**src/attr_pkg.sv**
```systemverilog
// Purpose: shared constants and carriers for the attribute palette stage
// Assumes: 8-bit host i/o data, 4-bit pixel samples from the pipeline
// Notes: port addresses are 16-bit i/o addresses
package attr_pkg;

    // host i/o port addresses
    localparam logic [15:0] PORT_ATTR_WR    = 16'h03C0;
    localparam logic [15:0] PORT_ATTR_RD    = 16'h03C1;
    localparam logic [15:0] PORT_STAT_MONO  = 16'h03BA;
    localparam logic [15:0] PORT_STAT_COLOR = 16'h03DA;
    localparam logic [15:0] PORT_DAC_LO     = 16'h03C6;
    localparam logic [15:0] PORT_DAC_HI     = 16'h03C9;

    // indexed register numbers
    localparam logic [4:0] IDX_PAL_LAST = 5'h0F;
    localparam logic [4:0] IDX_MODE     = 5'h10;
    localparam logic [4:0] IDX_BORDER   = 5'h11;
    localparam logic [4:0] IDX_PLANE    = 5'h12;
    localparam logic [4:0] IDX_PAN      = 5'h13;
    localparam logic [4:0] IDX_CSEL     = 5'h14;

    // field positions
    localparam int IDX_SRC_BIT  = 5;
    localparam int MODE_GFX     = 0;
    localparam int MODE_MONO    = 1;
    localparam int MODE_LINEGFX = 2;
    localparam int MODE_BLINK   = 3;
    localparam int MODE_PANCMP  = 5;
    localparam int MODE_WIDE    = 6;
    localparam int MODE_P54SEL  = 7;

    // line-graphics character range
    localparam logic [7:0] LINE_GFX_LO = 8'hC0;
    localparam logic [7:0] LINE_GFX_HI = 8'hDF;

    // reset value, and the pan value that gives no shift in nine-dot modes
    localparam logic [7:0] RST_ZERO   = 8'h00;
    localparam logic [3:0] PAN_NINE_0 = 4'h8;

    // one dot from the display pipeline
    typedef struct packed {
        logic [3:0] planes;    // four plane bits of this dot
        logic [7:0] char_code; // character code, text modes
        logic [7:0] attr;      // character attribute, text modes
        logic       fg;        // font pixel, text modes
        logic       dot9;      // this dot is the ninth of the cell
        logic       de;        // display enable
        logic       blank;     // blanking
    } dot_s;

endpackage

```
**src/attr_fifo.sv**
```systemverilog
// Purpose: synchronous fifo for the dot stream
// Assumes: single clock, synchronous active-low reset
// Notes: full and empty are exact
`timescale 1ns/1ns
`default_nettype none
module attr_fifo #(
    parameter int W = 8,
    parameter int D = 32
) (
    // clock and reset
    input  wire logic         clk,
    input  wire logic         rst_n,
    // fill side
    input  wire logic         in_valid,
    output logic              in_ready,
    input  wire logic [W-1:0] in_data,
    // drain side
    output logic              out_valid,
    input  wire logic         out_ready,
    output logic [W-1:0]      out_data
);
    localparam int AW = $clog2(D);
    logic [W-1:0]  mem [D];
    logic [AW-1:0] wp_r;
    logic [AW-1:0] rp_r;
    logic [AW:0]   cnt_r;
    logic          push;
    logic          pop;

    // handshake terms
    assign in_ready  = cnt_r < (AW+1)'(D);
    assign out_valid = cnt_r != '0;
    assign out_data  = mem[rp_r];
    assign push      = in_valid && in_ready;
    assign pop       = out_valid && out_ready;

    // pointers and storage
    always_ff @(posedge clk) begin
        if (push) begin
            mem[wp_r] <= in_data;
        end
        if (!rst_n) begin
            wp_r  <= '0;
            rp_r  <= '0;
            cnt_r <= '0;
        end else begin
            if (push) begin
                wp_r <= (wp_r == AW'(D - 1)) ? '0 : wp_r + 1'b1;
            end
            if (pop) begin
                rp_r <= (rp_r == AW'(D - 1)) ? '0 : rp_r + 1'b1;
            end
            cnt_r <= cnt_r + {{AW{1'b0}}, push} - {{AW{1'b0}}, pop};
        end
    end
endmodule
`default_nettype wire

```
**src/attr_palette.sv**
```systemverilog
// Purpose: attribute stage mapping dot values through a 16-entry palette
// Assumes: host i/o strobes are one-cycle pulses in the clk domain
// Notes: clk is the dot clock; dac colour tables stay outside
`timescale 1ns/1ns
`default_nettype none
module attr_palette #(
    parameter int FIFO_DEPTH = 32
) (
    // clock and reset
    input  wire logic                clk,
    input  wire logic                rst_n,
    // host i/o port
    input  wire logic [15:0]         io_addr,
    input  wire logic                io_wr,
    input  wire logic                io_rd,
    input  wire logic [7:0]          io_wdata,
    output logic [7:0]               io_rdata,
    // display pipeline
    input  wire logic                dot_valid,
    output logic                     dot_ready,
    input  wire attr_pkg::dot_s      dot_in,
    input  wire logic                blink_phase,
    input  wire logic                line_compare,
    input  wire logic                vsync,
    // status port colour bits
    output logic [1:0]               status_colour,
    // external palette dac
    output logic [7:0]               colour_index,
    output logic                     palette_dac_read_strobe,
    output logic                     palette_dac_write_strobe,
    output logic [1:0]               dac_reg_sel,
    output logic [7:0]               dac_wdata
);
    localparam int DW = $bits(attr_pkg::dot_s);

    typedef struct packed {
        logic [15:0][5:0] pal;
        logic [7:0]       index;
        logic             toggle;
        logic [7:0]       mode;
        logic [7:0]       border;
        logic [7:0]       plane;
        logic [3:0]       pan;
        logic [3:0]       csel;
        logic             pan_zero;
        logic             half;
        logic [3:0]       low_nib;
        logic [7:0]       colour;
        logic [1:0]       status;
        logic [7:0]       rdata;
        logic             dac_rd;
        logic             dac_wr;
        logic [1:0]       dac_sel;
        logic [7:0]       dac_data;
        logic             last_fg;
        logic [7:0][3:0]  hist;
    } state_s;

    state_s st_r;
    state_s st_nxt;

    logic          fv;
    logic          fr;
    attr_pkg::dot_s fd;

    // dot buffer between pipeline and palette
    attr_fifo #(.W(DW), .D(FIFO_DEPTH)) u_fifo (
        .clk       (clk),
        .rst_n     (rst_n),
        .in_valid  (dot_valid),
        .in_ready  (dot_ready),
        .in_data   (dot_in),
        .out_valid (fv),
        .out_ready (fr),
        .out_data  (fd)
    );
    assign fr = 1'b1;

    // register read mux
    function automatic logic [7:0] reg_read(input state_s s);
        logic [4:0] i;
        i = s.index[4:0];
        if (i <= attr_pkg::IDX_PAL_LAST) reg_read = {2'b00, s.pal[i[3:0]]};
        else if (i == attr_pkg::IDX_MODE)   reg_read = s.mode;
        else if (i == attr_pkg::IDX_BORDER) reg_read = s.border;
        else if (i == attr_pkg::IDX_PLANE)  reg_read = s.plane;
        else if (i == attr_pkg::IDX_PAN)    reg_read = {4'h0, s.pan};
        else if (i == attr_pkg::IDX_CSEL)   reg_read = {4'h0, s.csel};
        else reg_read = 8'h00;
    endfunction

    // effective pan shift in pixels
    function automatic logic [3:0] pan_shift(input state_s s, input logic zero);
        logic       nine;
        nine = !s.mode[attr_pkg::MODE_GFX] && s.mode[attr_pkg::MODE_MONO];
        if (zero) pan_shift = 4'h0;
        else if (nine) pan_shift = (s.pan >= attr_pkg::PAN_NINE_0) ? 4'h0
                                   : s.pan + 4'h1;
        else if (s.mode[attr_pkg::MODE_WIDE]) pan_shift = {2'b00, s.pan[2:1]};
        else pan_shift = {1'b0, s.pan[2:0]};
    endfunction

    // next-state logic
    always_comb begin
        logic [3:0] v;
        logic [5:0] pe;
        logic [7:0] c;
        logic [3:0] sh;
        logic       in_lg;
        logic       acc;
        st_nxt        = st_r;
        st_nxt.dac_rd = 1'b0;
        st_nxt.dac_wr = 1'b0;
        v = 4'h0;
        pe = 6'h00;
        c = 8'h00;
        sh = 4'h0;
        in_lg = 1'b0;
        acc = 1'b0;
        // host side
        if (io_rd && (io_addr == attr_pkg::PORT_STAT_MONO
                      || io_addr == attr_pkg::PORT_STAT_COLOR)) begin
            st_nxt.toggle = 1'b0;
            st_nxt.rdata  = {2'b00, st_r.status, 4'h0};
        end
        if (io_rd && (io_addr == attr_pkg::PORT_ATTR_RD
                      || io_addr == attr_pkg::PORT_ATTR_WR)) begin
            st_nxt.rdata = (io_addr == attr_pkg::PORT_ATTR_WR) ? st_r.index
                           : reg_read(st_r);
        end
        if (io_wr && io_addr == attr_pkg::PORT_ATTR_WR) begin
            st_nxt.toggle = !st_r.toggle;
            if (!st_r.toggle) begin
                st_nxt.index = {2'b00, io_wdata[5:0]};
            end else begin
                case (st_r.index[4:0]) inside
                    [5'h00:5'h0F]: st_nxt.pal[st_r.index[3:0]] = io_wdata[5:0];
                    attr_pkg::IDX_MODE:   st_nxt.mode   = io_wdata;
                    attr_pkg::IDX_BORDER: st_nxt.border = io_wdata;
                    attr_pkg::IDX_PLANE:  st_nxt.plane  = io_wdata;
                    attr_pkg::IDX_PAN:    st_nxt.pan    = io_wdata[3:0];
                    attr_pkg::IDX_CSEL:   st_nxt.csel   = io_wdata[3:0];
                    default: ;
                endcase
            end
        end
        // dac port routing
        if (io_addr >= attr_pkg::PORT_DAC_LO && io_addr <= attr_pkg::PORT_DAC_HI) begin
            st_nxt.dac_rd   = io_rd;
            st_nxt.dac_wr   = io_wr;
            st_nxt.dac_sel  = io_addr[1:0] - 2'b10;
            st_nxt.dac_data = io_wdata;
        end
        // pan override: set by compare, cleared by vsync; the set wins if both come at once
        if (line_compare && st_r.mode[attr_pkg::MODE_PANCMP]) st_nxt.pan_zero = 1'b1;
        else if (vsync) st_nxt.pan_zero = 1'b0;
        // dot path
        if (fv) begin
            if (st_r.mode[attr_pkg::MODE_GFX]) begin
                v = fd.planes & st_r.plane[3:0];
            end else begin
                in_lg = fd.char_code >= attr_pkg::LINE_GFX_LO
                        && fd.char_code <= attr_pkg::LINE_GFX_HI;
                acc = fd.fg;
                if (fd.dot9) begin
                    acc = (st_r.mode[attr_pkg::MODE_LINEGFX] && st_r.mode[attr_pkg::MODE_MONO]
                           && in_lg) ? st_r.last_fg : 1'b0;
                end
                if (st_r.mode[attr_pkg::MODE_BLINK] && fd.attr[7] && blink_phase)
                    acc = 1'b0;
                v = acc ? fd.attr[3:0]
                    : {fd.attr[7] & !st_r.mode[attr_pkg::MODE_BLINK], fd.attr[6:4]};
                v = v & st_r.plane[3:0];
            end
            st_nxt.last_fg = acc;
            // eight-dot delay line; a larger pan takes a later dot, moving the image left
            st_nxt.hist = {st_r.hist[6:0], v};
            sh = pan_shift(st_r, st_r.pan_zero);
            v = (sh >= 4'h8) ? v : st_r.hist[3'(4'h7 - sh)];
            pe = st_r.index[attr_pkg::IDX_SRC_BIT] ? st_r.pal[v] : 6'h00;
            c[3:0] = pe[3:0];
            c[5:4] = st_r.mode[attr_pkg::MODE_P54SEL] ? st_r.csel[1:0] : pe[5:4];
            c[7:6] = st_r.csel[3:2];
            if (st_r.mode[attr_pkg::MODE_WIDE]) begin
                st_nxt.half = !st_r.half;
                if (!st_r.half) st_nxt.low_nib = pe[3:0];
                else st_nxt.colour = {st_r.low_nib, pe[3:0]};
            end else begin
                st_nxt.half   = 1'b0;
                st_nxt.colour = c;
            end
            if (fd.blank) st_nxt.colour = 8'h00;
            else if (!fd.de) st_nxt.colour = st_r.border;
            case (st_r.plane[5:4])
                2'b00:   st_nxt.status = {st_nxt.colour[2], st_nxt.colour[0]};
                2'b01:   st_nxt.status = st_nxt.colour[5:4];
                2'b10:   st_nxt.status = {st_nxt.colour[3], st_nxt.colour[1]};
                default: st_nxt.status = st_nxt.colour[7:6];
            endcase
        end
    end

    // state register
    always_ff @(posedge clk) begin
        if (!rst_n) st_r <= '0;
        else st_r <= st_nxt;
    end

    // outputs straight from flops
    assign io_rdata                 = st_r.rdata;
    assign status_colour            = st_r.status;
    assign colour_index             = st_r.colour;
    assign palette_dac_read_strobe  = st_r.dac_rd;
    assign palette_dac_write_strobe = st_r.dac_wr;
    assign dac_reg_sel              = st_r.dac_sel;
    assign dac_wdata                = st_r.dac_data;
endmodule
`default_nettype wire

```
**config.mk**
```make
export PLATFORM = sky130hd
export DESIGN_NAME = attr_palette
export DESIGN_NICKNAME = d
export VERILOG_FILES = /design/src/attr_pkg.sv /design/src/attr_fifo.sv /design/src/attr_palette.sv
export SDC_FILE = /design/constraint.sdc
export NUM_CORES = 1
export LEC_CHECK = 0
export BUFFER_PORTS_ARGS = -buffer_cell sky130_fd_sc_hd__buf_2
export CORE_MARGIN = 2
export CORE_UTILIZATION = 55
export DETAILED_ROUTE_END_ITERATION = 16
export GPL_TIMING_DRIVEN = 0
export PLACE_DENSITY = 0.7
export SETUP_SLACK_MARGIN = 0.05
export SLEW_MARGIN = 20
export SYNTH_ARGS = -nofsm -noshare
export SYNTH_HDL_FRONTEND = slang
export SYNTH_SLANG_ARGS = --single-unit
```
**constraint.sdc**
```tcl
create_clock -name clk -period 5.4 [get_ports clk]
set_input_delay 1.08 -clock clk [delete_from_list [all_inputs] [get_ports clk]]
set_output_delay 1.08 -clock clk [all_outputs]
set_load 0.02 [all_outputs]
```
==> impl_metrics.json <==
{
  "status": "finished clean",
  "holdCritPathClass": "reg -> reg",
  "syn_area_um2": 35300,
  "clk_latency_ps": 650,
  "cts_tree": "yes",
  "rows": 92,
  "die_h_um": 257,
  "max_slew.worst_pin.slew_ps": 1120,
  "coreArea_um2": 63300,
  "drive_gt1_frac": 0.216,
  "fin_skew_ps": 35.2,
  "dieWidth_um": 257,
  "grt_pass1_vias": 21800,
  "synth.distinct_cells": 83,
  "multiInputGateArea_um2": 11800,
  "total_power_mw": 15.7,
  "cts.sink_count": 833,
  "dieArea_um2": 66300,
  "synthMuxAreaShare": 0.170,
  "crit_end": "status_colour[0]",
  "drtAntennaViolNets": 0,
  "grtUsageTotal": 0.300,
  "yosys_warnings": 0,
  "post_synth_and_or_nand_nor_area_fraction": 0.0884,
  "regToRegEndpoint": "status_colour[0]",
  "r2r_cells": 17,
  "setup_viol": 0,
  "clock.fmax_ghz": 0.191,
  "synth_top_family_by_area": "multiplexers",
  "worstPathRequired_ps": 5920,
  "period_share": 0.967,
  "area_growth_pct": 15.2,
  "finalHoldViolations": 0,
  "place_hpwl_mm": 67.0,
  "slew_headroom": 0.233,
  "htreeDepth": 3,
  "grt-ovfl-total": 0,
  "final_net_count": 2639,
  "power_density_nw_per_um2": 387,
  "synth_edf_count": 608,
  "drt_iter0_drc": 2469,
  "synthFlopType": "edfxtp_1",
  "clock-root-buffer": "clkbuf_16",
  "cap_viol_max_count": 0,
  "vias": 22100,
  "initial_core_util": 0.558,
  "cts.path.max_buffers": 3,
  "crit_type": "reg -> reg",
  "seq_area_um2": 22800,
  "ff2ff_setup_slack_ps": 180,
  "wl_per_cell_um": 28.5,
  "io_buffers": 80,
  "postSynthAreaPerCell_um2": 14.9,
  "gp_congestion": 0.996,
  "cp-start-kind": "flop",
  "path_clk_slew_ps": 60,
  "ir_drop_mv": 0.326,
  "grt_max_degree": 33,
  "crit_arrival_ps": 5740,
  "synth_seq_area_share": 0.644,
  "viasPerCell": 6.35,
  "synth_nets": 2438,
  "synthXorXnorAreaFrac": 0.00124,
  "worst_slack_ps": 177,
  "synth_fa_ha_area_frac": 0.00659,
  "syn_inst": 2364,
  "firstDrtPassIters": 7,
  "cellLeakagePower_nw": 13.4,
  "path_max_fanout": 10,
  "place_ws_ps": -946,
  "drt_wl_total_mm": 99.3,
  "antenna_found_initial": 2,
  "cts_inserted_buffers": 85,
  "post-route-util": 0.643,
  "io_pins": 87,
  "layout_commonest_cell": "edfxtp_1",
  "fillers": 4505,
  "drc": 0,
  "final.setup.tns_ps": 0,
  "mostFrequentLayoutCells": "edfxtp_1, nand2_1, dfxtp_1, mux2i_1, mux4_2",
  "drv_slew": 0,
  "grt_pass1_wl_mm": 145,
  "critical_path.endpoint_type": "flop",
  "synth-compound-area-share": 0.0603,
  "rsz0062_at_grt": "false",
  "period_minus_slack_ps": 5220,
  "ys_ff_latch": 833,
  "synthArstFlopShare": 0,
  "ctsHoldBuffers": 0
}
## cells by family after synthesis
kind of cell,count (synthesis)
adder cells (fa/ha/maj),18
AO/OA/AOI/OAI,291
AND/OR/NAND/NOR,634
multiplexers,376
buffers and inverters,207
XOR/XNOR,5
flip-flops,833
## area by class of cell
cell class,instances,area share
Timing Repair Buffer,114,0.0288
Multi-Input combinational cell,1324,0.291
Tap cell,846,0.0260
Inverter,32,0.00295
Antenna cell,2,0.000123
Clock inverter,49,0.0111
Sequential cell,833,0.559
Clock buffer,108,0.0576
Buffer,175,0.0233
## sequential cells by signal (all words and copies together) (netlist names), 2 cells and up, named ones only
signal	count
colour_index	8
dac_wdata	8
st_r	174
u_fifo.wp_r	5
status_colour	2
u_fifo.cnt_r	6
dac_reg_sel	2
u_fifo.rp_r	5
io_rdata	8
u_fifo.mem	608
## critical path, cell delays in order (launching register included)
cell,delay [ps]
dfxtp_1,460
buf_6,220
buf_4,250
buf_4,300
buf_4,290
mux4_2,360
mux4_2,530
a211o_1,400
o221ai_2,230
and2_1,160
buf_4,200
clkbuf_4,290
mux2i_1,220
mux2i_1,110
a22oi_2,360
o21ai_0,180
a2111oi_2,430
a211oi_2,80
## Yosys cell counts, drive strengths merged (5+ instances only)
| library cell | n | area [um2] |
|---|---|---|
| and4b | 5 | 50.1 |
| mux4 | 177 | 3990 |
| and3 | 14 | 87.6 |
| o211ai | 14 | 105 |
| buf | 81 | 561 |
| a21oi | 26 | 130 |
| nand4b | 7 | 61.3 |
| o21ai | 30 | 150 |
| nand2b | 6 | 37.5 |
| nand4 | 7 | 43.8 |
| or3 | 5 | 31.3 |
| nand2 | 238 | 893 |
| nor2b | 96 | 601 |
| a22oi | 22 | 165 |
| dfxtp | 225 | 4500 |
| inv | 31 | 116 |
| edfxtp | 608 | 18300 |
| nor2 | 79 | 299 |
| clkbuf | 94 | 353 |
| ha | 17 | 213 |
| a222oi | 6 | 60.1 |
| nor3 | 15 | 75.1 |
| a31oi | 16 | 115 |
| a211oi | 5 | 42.5 |
| mux2i | 180 | 1800 |
| and2 | 15 | 93.8 |
| mux2 | 19 | 218 |
| nand3b | 12 | 90.1 |
| nand3 | 109 | 546 |
| a21boi | 122 | 916 |
## layer usage
metal	up-vias	GRT usage	part of all wire
li1	9465	-	-
met1	11300	0.394	0.38
met2	1135	0.494	0.49
met3	254	0.0484	0.081
met4	0	0.136	0.049
met5	-	0	0
## power by group
group          switching [mW]  total, mW  internal, mW
combinational            1.62       2.84          1.23
sequential             0.0762       7.05          6.97
clock                    2.55       5.85          3.30
total                    4.24       15.7          11.5
## worst min path at each step
stage,startpoint,depth (start not counted),endpoint,slack [ps]
floorplan,st_r[28],2,st_r[28],440
global placement,st_r[31],2,st_r[31],450
detailed placement,st_r[28],2,st_r[28],470
CTS,st_r[28],2,st_r[28],480
global route,st_r[29],2,st_r[29],500
finish,st_r[28],2,st_r[28],470
## timing repair
item,CTS,global route
gates resized for setup,19,8
setup endpoints to repair,17,4
endpoints found under the hold margin,0,0
buffers inserted,1,0
## metrics by stage
stage               cell area [um2]  cells  hold slack [ps]
floorplan                     35300   2364              438
global placement              36800   3290              448
detailed placement            37800   3323              467
CTS                           40700   3481              475
global route                  40700   3482              495
finish                        40700   3483              472
No activity file was read; power rests on OpenSTA's default activity.
